## src/verilog/adc_seq_map.vh

```
// Register map, field positions and timing constants for the converter sequencer
`ifndef ADC_SEQ_MAP_VH
`define ADC_SEQ_MAP_VH

// ----------------------------------------
// Register offsets (byte addresses)
// ----------------------------------------
`define OFS_CTRL     8'h00
`define OFS_THRESH   8'h04
`define OFS_READSEL  8'h08
`define OFS_RESULT_A 8'h0c
`define OFS_RESULT_B 8'h10
`define OFS_STATUS   8'h14

// ----------------------------------------
// Control word fields
// ----------------------------------------
`define F_START     0
`define F_GROUP     1
`define F_SINGLE    2
`define F_CHAN_LO   4
`define F_CHAN_HI   6
`define F_TRIGIGN   7
`define F_DLYALL    8
`define F_PULSE8    9
`define F_PULSEEN   10
`define F_TS_LO     11
`define F_TS_HI     12
`define F_SENSE_LO  13
`define F_SENSE_HI  14
`define F_DLY_LO    16
`define F_DLY_HI    20
`define F_CTX2      23
`define CTRL_RESET  24'h000000
`define THRESH_RESET 10'h3ff

// Touch readout modes
`define TS_OFF      2'h0
`define TS_PEN      2'h1
`define TS_RESIST   2'h2
`define TS_POS      2'h3

// Plate drive configurations
`define PL_IDLE     3'h0
`define PL_PEN      3'h1
`define PL_XPLATE   3'h2
`define PL_YPLATE   3'h3
`define PL_CONTACT  3'h4
`define PL_XPOS     3'h5
`define PL_YPOS     3'h6

// Touch channels
`define CH_XPLATE   4'hc
`define CH_YPLATE   4'he

// ----------------------------------------
// Timing
// ----------------------------------------
`define CLK_MHZ       250
`define DLY_UNIT_US   500
`define DLY_UNIT_CYCLES (`DLY_UNIT_US * `CLK_MHZ)
`define DLY_MAX_CODE  5'h10

`endif

```

## src/verilog/adc_sequencer_control.v

```verilog
// Sequencer, context arbitration and register slave around one 10-bit converter core
`timescale 1ns/1ps
`include "adc_seq_map.vh"

module adc_sequencer_control #(
	parameter DELAY_UNIT_CYCLES = `DLY_UNIT_CYCLES
) (
	// Clock and reset
	input  wire        clk,
	input  wire        rst,
	// AXI4-Lite write channels
	input  wire [7:0]  awaddr,
	input  wire        awvalid,
	output wire        awready,
	input  wire [31:0] wdata,
	input  wire [3:0]  wstrb,
	input  wire        wvalid,
	output wire        wready,
	output reg  [1:0]  bresp,
	output reg         bvalid,
	input  wire        bready,
	// AXI4-Lite read channels
	input  wire [7:0]  araddr,
	input  wire        arvalid,
	output wire        arready,
	output reg  [31:0] rdata,
	output reg  [1:0]  rresp,
	output reg         rvalid,
	input  wire        rready,
	// External trigger
	input  wire        externalTriggerInput,
	// Converter core
	output reg         convStart,
	output reg  [3:0]  convChannel,
	input  wire [9:0]  convResult,
	input  wire        convDone,
	// Analog front-end controls
	output reg         thermistorBiasEn,
	output reg  [1:0]  sharedSenseSel,
	output reg  [2:0]  plateCfg,
	input  wire        penContact,
	// Events and pulse
	output reg         conversionPulseOutput,
	output reg         doneOwner,
	output reg         doneOther,
	output reg         penIrq
);

	localparam [1:0] ST_IDLE = 2'h0;
	localparam [1:0] ST_WAIT = 2'h1;
	localparam [1:0] ST_CONV = 2'h2;
	localparam [31:0] UNIT_LAST = DELAY_UNIT_CYCLES - 1;

	// ----------------------------------------
	// Helper functions
	// ----------------------------------------
	// Byte-lane merge for register writes
	function [31:0] mergeStrb;
		input [31:0] old;
		input [31:0] data;
		input [3:0]  strb;
		integer k;
		begin
			mergeStrb = old;
			for (k = 0; k < 4; k = k + 1)
				if (strb[k])
					mergeStrb[k*8 +: 8] = data[k*8 +: 8];
		end
	endfunction

	// Delay code limited to the 8 ms ceiling
	function [4:0] clampDly;
		input [23:0] c;
		begin
			if (c[`F_DLY_HI:`F_DLY_LO] > `DLY_MAX_CODE)
				clampDly = `DLY_MAX_CODE;
			else
				clampDly = c[`F_DLY_HI:`F_DLY_LO];
		end
	endfunction

	// Channel for step i of a series
	function [3:0] chanFor;
		input [23:0] c;
		input [2:0]  i;
		begin
			case (c[`F_TS_HI:`F_TS_LO])
				`TS_RESIST: chanFor = (i < 3'h3) ? `CH_XPLATE : (i < 3'h6) ? `CH_YPLATE : `CH_XPLATE;
				`TS_POS:    chanFor = (i < 3'h3) ? `CH_YPLATE : `CH_XPLATE;
				default:    chanFor = c[`F_SINGLE] ? {c[`F_GROUP], c[`F_CHAN_HI:`F_CHAN_LO]}
				                                   : {c[`F_GROUP], i};
			endcase
		end
	endfunction

	// Plate drive for step i of a series
	function [2:0] plateFor;
		input [23:0] c;
		input [2:0]  i;
		begin
			case (c[`F_TS_HI:`F_TS_LO])
				`TS_RESIST: plateFor = (i < 3'h3) ? `PL_XPLATE : (i < 3'h6) ? `PL_YPLATE : `PL_CONTACT;
				`TS_POS:    plateFor = (i < 3'h3) ? `PL_XPOS : (i < 3'h6) ? `PL_YPOS : `PL_CONTACT;
				default:    plateFor = `PL_IDLE;
			endcase
		end
	endfunction

	// Address decode shared by both bus directions; results are read-only
	function addrOk;
		input [7:0] a;
		input       isWrite;
		begin
			case (a)
				`OFS_CTRL, `OFS_THRESH, `OFS_READSEL, `OFS_STATUS: addrOk = 1'b1;
				`OFS_RESULT_A, `OFS_RESULT_B:                      addrOk = ~isWrite;
				default:                                           addrOk = 1'b0;
			endcase
		end
	endfunction

	// ----------------------------------------
	// State
	// ----------------------------------------
	reg        awHaveReg;
	reg [7:0]  awAddrReg;
	reg        wHaveReg;
	reg [31:0] wDataReg;
	reg [3:0]  wStrbReg;
	reg [23:0] ctx0Reg;
	reg [23:0] ctx1Reg;
	reg [23:0] actReg;
	reg        actCtxReg;
	reg [1:0]  pendReg;
	reg [1:0]  stateReg;
	reg [2:0]  idxReg;
	reg [16:0] unitCntReg;
	reg [4:0]  dlyLeftReg;
	reg [9:0]  threshReg;
	reg        aboveReg;
	reg [5:0]  readSelReg;
	reg        trigPrevReg;
	reg        penPrevReg;
	reg [9:0]  resultMem [0:7];
	reg [31:0] readMux;
	integer    n;

	wire        doWrite  = awHaveReg & wHaveReg;
	wire [2:0]  selA     = readSelReg[2:0];
	wire [2:0]  selB     = readSelReg[5:3];
	wire [2:0]  selA1    = selA + 3'h1;
	wire [2:0]  selB1    = selB + 3'h1;
	wire        trigRise = externalTriggerInput & ~trigPrevReg;
	wire [31:0] ctrlNew  = mergeStrb({8'h00, ctx0Reg}, wDataReg, wStrbReg);
	wire [31:0] threshNew = mergeStrb({22'h000000, threshReg}, wDataReg, wStrbReg);
	wire        toCtx2   = ctrlNew[`F_CTX2] & wStrbReg[2];
	wire        wrCtrl   = doWrite && awAddrReg == `OFS_CTRL;
	wire        wrStat   = doWrite && awAddrReg == `OFS_STATUS;
	wire        aboveNow = convDone && stateReg == ST_CONV && convResult > threshReg;

	// Write accepts only while no response is outstanding
	assign awready = ~awHaveReg & ~bvalid;
	assign wready  = ~wHaveReg & ~bvalid;
	assign arready = ~rvalid;

	// ----------------------------------------
	// Register read decode
	// ----------------------------------------
	// Queued context is write-only; its steering bit never shows
	always @* begin
		case (araddr)
			`OFS_CTRL:     readMux = {8'h00, 1'b0, ctx0Reg[22:1], 1'b0};
			`OFS_THRESH:   readMux = {22'h000000, threshReg};
			`OFS_READSEL:  readMux = {26'h0000000, readSelReg};
			`OFS_RESULT_A: readMux = {12'h000, resultMem[selA1], resultMem[selA]};
			`OFS_RESULT_B: readMux = {12'h000, resultMem[selB1], resultMem[selB]};
			`OFS_STATUS:   readMux = {22'h000000, penContact, aboveReg, idxReg, pendReg, actCtxReg, stateReg};
			default:       readMux = 32'h00000000;
		endcase
	end

	// ----------------------------------------
	// AXI4-Lite slave
	// ----------------------------------------
	// Address and data latch independently; the write lands one edge after both are held
	always @(posedge clk or posedge rst) begin
		if (rst) begin
			awHaveReg <= 1'b0;
			awAddrReg <= 8'h00;
			wHaveReg  <= 1'b0;
			wDataReg  <= 32'h00000000;
			wStrbReg  <= 4'h0;
			bvalid    <= 1'b0;
			bresp     <= 2'h0;
			rvalid    <= 1'b0;
			rresp     <= 2'h0;
			rdata     <= 32'h00000000;
		end else begin
			if (awvalid && awready) begin
				awHaveReg <= 1'b1;
				awAddrReg <= awaddr;
			end
			if (wvalid && wready) begin
				wHaveReg <= 1'b1;
				wDataReg <= wdata;
				wStrbReg <= wstrb;
			end
			if (doWrite) begin
				awHaveReg <= 1'b0;
				wHaveReg  <= 1'b0;
				bvalid    <= 1'b1;
				bresp     <= addrOk(awAddrReg, 1'b1) ? 2'h0 : 2'h2;
			end else if (bvalid && bready)
				bvalid <= 1'b0;
			if (arvalid && arready) begin
				rvalid <= 1'b1;
				rdata  <= readMux;
				rresp  <= addrOk(araddr, 1'b0) ? 2'h0 : 2'h2;
			end else if (rvalid && rready)
				rvalid <= 1'b0;
		end
	end

	// ----------------------------------------
	// Configuration registers
	// ----------------------------------------
	// Bit 23 steers the whole word to the queued context
	always @(posedge clk or posedge rst) begin
		if (rst) begin
			ctx0Reg    <= `CTRL_RESET;
			ctx1Reg    <= `CTRL_RESET;
			threshReg  <= `THRESH_RESET;
			readSelReg <= 6'h00;
		end else if (doWrite) begin
			if (wrCtrl && toCtx2)
				ctx1Reg <= {1'b0, ctrlNew[22:1], 1'b0};
			else if (wrCtrl)
				ctx0Reg <= {1'b0, ctrlNew[22:1], 1'b0};
			if (awAddrReg == `OFS_THRESH)
				threshReg <= threshNew[9:0];
			if (awAddrReg == `OFS_READSEL)
				readSelReg <= wStrbReg[0] ? wDataReg[5:0] : readSelReg;
		end
	end

	// ----------------------------------------
	// Start requests and threshold flag
	// ----------------------------------------
	// Dispatch clears a pending bit, but a new start in that cycle wins
	always @(posedge clk or posedge rst) begin
		if (rst) begin
			pendReg     <= 2'h0;
			trigPrevReg <= 1'b0;
			aboveReg    <= 1'b0;
		end else begin
			trigPrevReg <= externalTriggerInput;
			if (stateReg == ST_IDLE && pendReg[0])
				pendReg[0] <= 1'b0;
			else if (stateReg == ST_IDLE && pendReg[1])
				pendReg[1] <= 1'b0;
			if (trigRise && !ctx0Reg[`F_TRIGIGN])
				pendReg[0] <= 1'b1;
			if (wrCtrl && ctrlNew[`F_START] && wStrbReg[0])
				pendReg[toCtx2] <= 1'b1;
			if (wrStat && wStrbReg[1] && wDataReg[8])
				aboveReg <= 1'b0;
			if (aboveNow)
				aboveReg <= 1'b1;
		end
	end

	// ----------------------------------------
	// Conversion sequencer
	// ----------------------------------------
	// Owner context wins a tie; a running series is never cut short
	always @(posedge clk or posedge rst) begin
		if (rst) begin
			stateReg              <= ST_IDLE;
			actReg                <= `CTRL_RESET;
			actCtxReg             <= 1'b0;
			idxReg                <= 3'h0;
			unitCntReg            <= 17'h00000;
			dlyLeftReg            <= 5'h00;
			convStart             <= 1'b0;
			convChannel           <= 4'h0;
			thermistorBiasEn      <= 1'b0;
			conversionPulseOutput <= 1'b0;
			doneOwner             <= 1'b0;
			doneOther             <= 1'b0;
			for (n = 0; n < 8; n = n + 1)
				resultMem[n] <= 10'h000;
		end else begin
			convStart <= 1'b0;
			doneOwner <= 1'b0;
			doneOther <= 1'b0;
			case (stateReg)
				ST_IDLE: begin
					if (pendReg != 2'h0) begin
						actCtxReg        <= ~pendReg[0];
						actReg           <= pendReg[0] ? ctx0Reg : ctx1Reg;
						dlyLeftReg       <= clampDly(pendReg[0] ? ctx0Reg : ctx1Reg);
						unitCntReg       <= 17'h00000;
						idxReg           <= 3'h0;
						thermistorBiasEn <= 1'b1;
						stateReg         <= ST_WAIT;
					end
				end
				ST_WAIT: begin
					if (dlyLeftReg == 5'h00) begin
						convStart   <= 1'b1;
						convChannel <= chanFor(actReg, idxReg);
						if (idxReg == 3'h0 && actReg[`F_PULSEEN])
							conversionPulseOutput <= 1'b1;
						stateReg <= ST_CONV;
					end else if (unitCntReg == UNIT_LAST[16:0]) begin
						unitCntReg <= 17'h00000;
						dlyLeftReg <= dlyLeftReg - 5'h01;
					end else
						unitCntReg <= unitCntReg + 17'h00001;
				end
				ST_CONV: begin
					if (convDone) begin
						resultMem[idxReg] <= convResult;
						if (idxReg == 3'h7 || (idxReg == 3'h3 && !actReg[`F_PULSE8]))
							conversionPulseOutput <= 1'b0;
						// Last step frees the core and tells only the starting context
						if (idxReg == 3'h7) begin
							doneOwner        <= ~actCtxReg;
							doneOther        <= actCtxReg;
							thermistorBiasEn <= 1'b0;
							stateReg         <= ST_IDLE;
						end else begin
							idxReg     <= idxReg + 3'h1;
							unitCntReg <= 17'h00000;
							dlyLeftReg <= actReg[`F_DLYALL] ? clampDly(actReg) : 5'h00;
							stateReg   <= ST_WAIT;
						end
					end
				end
				default: stateReg <= ST_IDLE;
			endcase
		end
	end

	// ----------------------------------------
	// Front-end control and pen detect
	// ----------------------------------------
	// Pen detect runs only while idle in pen mode; the converter stays untouched
	always @(posedge clk or posedge rst) begin
		if (rst) begin
			plateCfg       <= `PL_IDLE;
			sharedSenseSel <= 2'h0;
			penPrevReg     <= 1'b0;
			penIrq         <= 1'b0;
		end else begin
			penPrevReg <= penContact;
			penIrq     <= 1'b0;
			if (stateReg != ST_IDLE) begin
				plateCfg       <= plateFor(actReg, idxReg);
				sharedSenseSel <= actReg[`F_SENSE_HI:`F_SENSE_LO];
			end else begin
				sharedSenseSel <= ctx0Reg[`F_SENSE_HI:`F_SENSE_LO];
				if (ctx0Reg[`F_TS_HI:`F_TS_LO] == `TS_PEN) begin
					plateCfg <= `PL_PEN;
					penIrq   <= penContact & ~penPrevReg & (pendReg == 2'h0);
				end else
					plateCfg <= `PL_IDLE;
			end
		end
	end

endmodule // adc_sequencer_control

```

## config.mk

```make
export PLATFORM = sky130hd
export DESIGN_NAME = adc_sequencer_control
export DESIGN_NICKNAME = d
export VERILOG_FILES = /design/src/verilog/adc_sequencer_control.v
export VERILOG_INCLUDE_DIRS = /design/src /design/src/verilog
export SDC_FILE = /design/constraint.sdc
export NUM_CORES = 1
export LEC_CHECK = 0
export ABC_AREA = 0
export BUFFER_PORTS_ARGS = -buffer_cell sky130_fd_sc_hd__buf_2
export CAP_MARGIN = 20
export CORE_UTILIZATION = 45
export DETAILED_ROUTE_END_ITERATION = 10
export PLACE_DENSITY = 0.71
export RECOVER_POWER = 100
export REMOVE_ABC_BUFFERS = 1
export SYNTH_ARGS = -nofsm -noshare
export SYNTH_HDL_FRONTEND = slang
export SYNTH_SLANG_ARGS = --single-unit
```

## constraint.sdc

```tcl
create_clock -name clk -period 8.65 [get_ports clk]
set_input_delay 0.4325 -clock clk [delete_from_list [all_inputs] [get_ports clk]]
set_output_delay 0.4325 -clock clk [all_outputs]
set_load 0.01 [all_outputs]
```

==> results.json <==
{
  "status": "finished with violations",
  "violations": "design-rule violations, max-capacitance violations, max-slew violations",
  "core_area_sq_mm": 0.0308,
  "max_cap_viol_count": 4,
  "syn_avg_cell_area_sq_um": 12.3,
  "layoutNonFillerInstCount": 1668,
  "rsz0062_at_grt": "false",
  "reg2regPathDepth": 5,
  "synth_top_area_share_pct": 44.8,
  "clockBufferDepth": 3,
  "power_density_mw_per_mm2": 264,
  "clock_skew_ps": 32.1,
  "irDropWorstVdd_mv": 0.168,
  "critPathLaunchType": "input pin",
  "cts_tree": "yes",
  "setup_viol": 0,
  "placementRows": 64,
  "grtUsageTotal_pct": 23.5,
  "crit_arrival_ps": 4190,
  "syn_inst": 1153,
  "worstReg2RegStart": "readSelReg[3]",
  "synth_common_cells": "dfrtp_1, mux2_2, nand2_1",
  "routedWlPerCell_microns": 22.3,
  "drt_iter0_drc": 911,
  "reg2reg_to": "rdata[7]",
  "grt_pass1_vias": 10312,
  "yosys.area.top_type": "dfrtp_1",
  "vias": 10189,
  "grt_pass1_wl_mm": 59.1,
  "htreeDepth": 1,
  "power_mw": 4.22,
  "ioPinCount": 128,
  "io_buffers": 107,
  "die_w_microns": 180,
  "gr-total-overflow": 0,
  "final_util_pct": 51.8,
  "wirelength_mm": 37.2,
  "dp.cells": 1611,
  "grt_antenna_before_repair": 1,
  "cts_sinks": 264,
  "grt_max_degree": 133,
  "die_y_microns": 180,
  "post-route-period-util_pct": 54.5,
  "cts_buffers": 30,
  "tightest_slew_ps": 3950,
  "ys_seq_area_share_pct": 46.6,
  "clk_pin_slew_ps": 60,
  "drt-vias-per-instance": 6.11,
  "fin_area_sq_mm": 0.0160,
  "drive_above_1_share_pct": 30.1,
  "start_util_pct": 46.1,
  "reg2reg_slack_ps": 4270,
  "post_dp_cell_area_sq_mm": 0.0151,
  "ys.flop_type": "dfrtp_1",
  "ys_types": 65,
  "diodes": 0,
  "synth.most_common_cell": "dfrtp_1",
  "root_buffer": "clkbuf_16",
  "final_nets": 1345,
  "final_antenna_net_count": 0,
  "required_ps": 8120,
  "synthesis.area_sq_mm": 0.0142,
  "path_class": "input pin to asynchronous set/reset pin",
  "hold_class": "input pin to asynchronous set/reset pin",
  "hpwl_mm": 25.5,
  "cp_max_fo": 132,
  "async_flop_share_pct": 100,
  "p_leak_nw": 6.75,
  "yosysWarnings": 0,
  "hold_viol": 0,
  "end_kind": "asynchronous set/reset pin",
  "clk_latency_ps": 590,
  "postCtsSetupBuffers": 0,
  "slew_headroom_pct": -163,
  "yosys-top-cells-area": "dfrtp_1, mux2_2, mux4_2",
  "startpoint": "rst",
  "gp_congestion": 0.912,
  "synth_edf_count": 0,
  "dieArea_sq_mm": 0.0323,
  "min_period_ps": 4720,
  "firstDrtPassIters": 8,
  "area_delta_synth_final_pct": 12.5,
  "max_freq_ghz": 0.212,
  "slew_violations": 177,
  "drc": 8,
  "setup_tns_ps": 0,
  "ys_seq_elements": 264
}
[worst max-delay path by stage]
| stage | endpoint | slack, ps |
|---|---|---|
| 3_3_place_gp | rdata[19] | 5460 |
| 4_1_cts | unitCntReg[16] | 5610 |
| 6_report | readSelReg[0] | 3930 |
| 5_1_grt | readSelReg[0] | 3000 |
| 2_1_floorplan | aboveReg | 970 |
| 3_5_place_dp | rdata[15] | 5400 |
[report_power, final]
group / internal (mW) / total (mW) / switching, mW / leakage, nW
sequential: 1.49 / 1.79 / 0.296 / 3.47
clock: 0.774 / 1.31 / 0.539 / 0.501
combinational: 0.558 / 1.12 / 0.562 / 2.78
total: 2.82 / 4.22 / 1.40 / 6.75
[stage by stage]
| stage | worst slack [ps] | hold slack, ps |
|---|---|---|
| global route | 3000 | 28.2 |
| detailed placement | 5400 | 456 |
| global placement | 5460 | 452 |
| floorplan | 965 | 444 |
| CTS | 5610 | 8.07 |
| finish | 3930 | 21.4 |
[metal layers]
| metal | share of wire (%) | routed length, microns | vias to the layer above | global-route usage (%) |
|---|---|---|---|---|
| met3 | 7.1 | 2640 | 78 | 5.29 |
| li1 | - | - | 4540 | - |
| met1 | 42 | 15600 | 5185 | 31.0 |
| met5 | 0.030 | 11 | - | 0 |
| met2 | 48 | 17700 | 384 | 38.2 |
| met4 | 3.1 | 1160 | 2 | 8.38 |
[worst max-delay path, cell delays in order]
cell,delay [ps]
clkbuf_1,130
inv_8,560
clkbuf_1,2850
[kinds of logic after synthesis]
group | Yosys count | share of synthesized area, %
XOR/XNOR | 6 | 0.370
AO/OA/AOI/OAI | 224 | 10.1
other | 1 | 0.0264
adder cells (fa/ha/maj) | 24 | 2.12
flip-flops | 264 | 46.6
buffers and inverters | 106 | 3.19
multiplexers | 288 | 28.8
AND/OR/NAND/NOR | 240 | 8.73
[flip-flops by register name (all words and copies together) (netlist names), 5 cells and up]
| name | cells |
|---|---|
| resultMem | 80 |
| wDataReg | 24 |
| rdata | 23 |
| ctx0Reg | 22 |
| actReg | 17 |
| ctx1Reg | 17 |
| unitCntReg | 17 |
| threshReg | 10 |
| awAddrReg | 8 |
| readSelReg | 6 |
| dlyLeftReg | 5 |
[final cells by class]
class | instances | area, sq um
Multi-Input combinational cell | 793 | 7110
Inverter | 32 | 128
Timing Repair Buffer | 128 | 586
Tap cell | 396 | 495
Clock buffer | 39 | 835
Fill cell | 2729 | 14900
Clock inverter | 16 | 195
Sequential cell | 264 | 6620
[placed cells by master (no fill, tap or decap), types with 4 or more instances in the layout]
| cell | instances |
|---|---|
| dfrtp_1 | 252 |
| mux2_2 | 166 |
| nand2_1 | 90 |
| mux4_2 | 80 |
| o21ai_0 | 77 |
| clkbuf_1 | 66 |
| buf_2 | 58 |
| nor2_1 | 49 |
| mux2i_1 | 42 |
| a21oi_1 | 39 |
| a22oi_1 | 33 |
| inv_1 | 31 |
| clkbuf_16 | 30 |
| ha_1 | 24 |
| nand3_1 | 20 |
| nand4_1 | 15 |
| a31oi_1 | 13 |
| nor3_1 | 12 |
| o31ai_1 | 12 |
| conb_1 | 11 |
| dfstp_2 | 10 |
| a211oi_1 | 9 |
| nor3b_1 | 8 |
| a21o_1 | 7 |
| clkinv_2 | 7 |
| buf_4 | 7 |
| nor2b_1 | 6 |
| and3_1 | 6 |
| a22o_1 | 5 |
| o2bb2ai_1 | 5 |
| a221o_1 | 5 |
| a311oi_1 | 5 |
| clkbuf_8 | 5 |
| or3_1 | 4 |
| or4_1 | 4 |
| xor2_1 | 4 |
[timing repair]
| item | 4_1_cts | 5_1_grt |
|---|---|---|
| hold endpoints to repair | 1 | 0 |
| resized for setup | 0 | 0 |
| hold buffers | 1 | 0 |
| setup endpoints to repair | 0 | 0 |
Note: power is estimated with default switching activity, not from simulation.
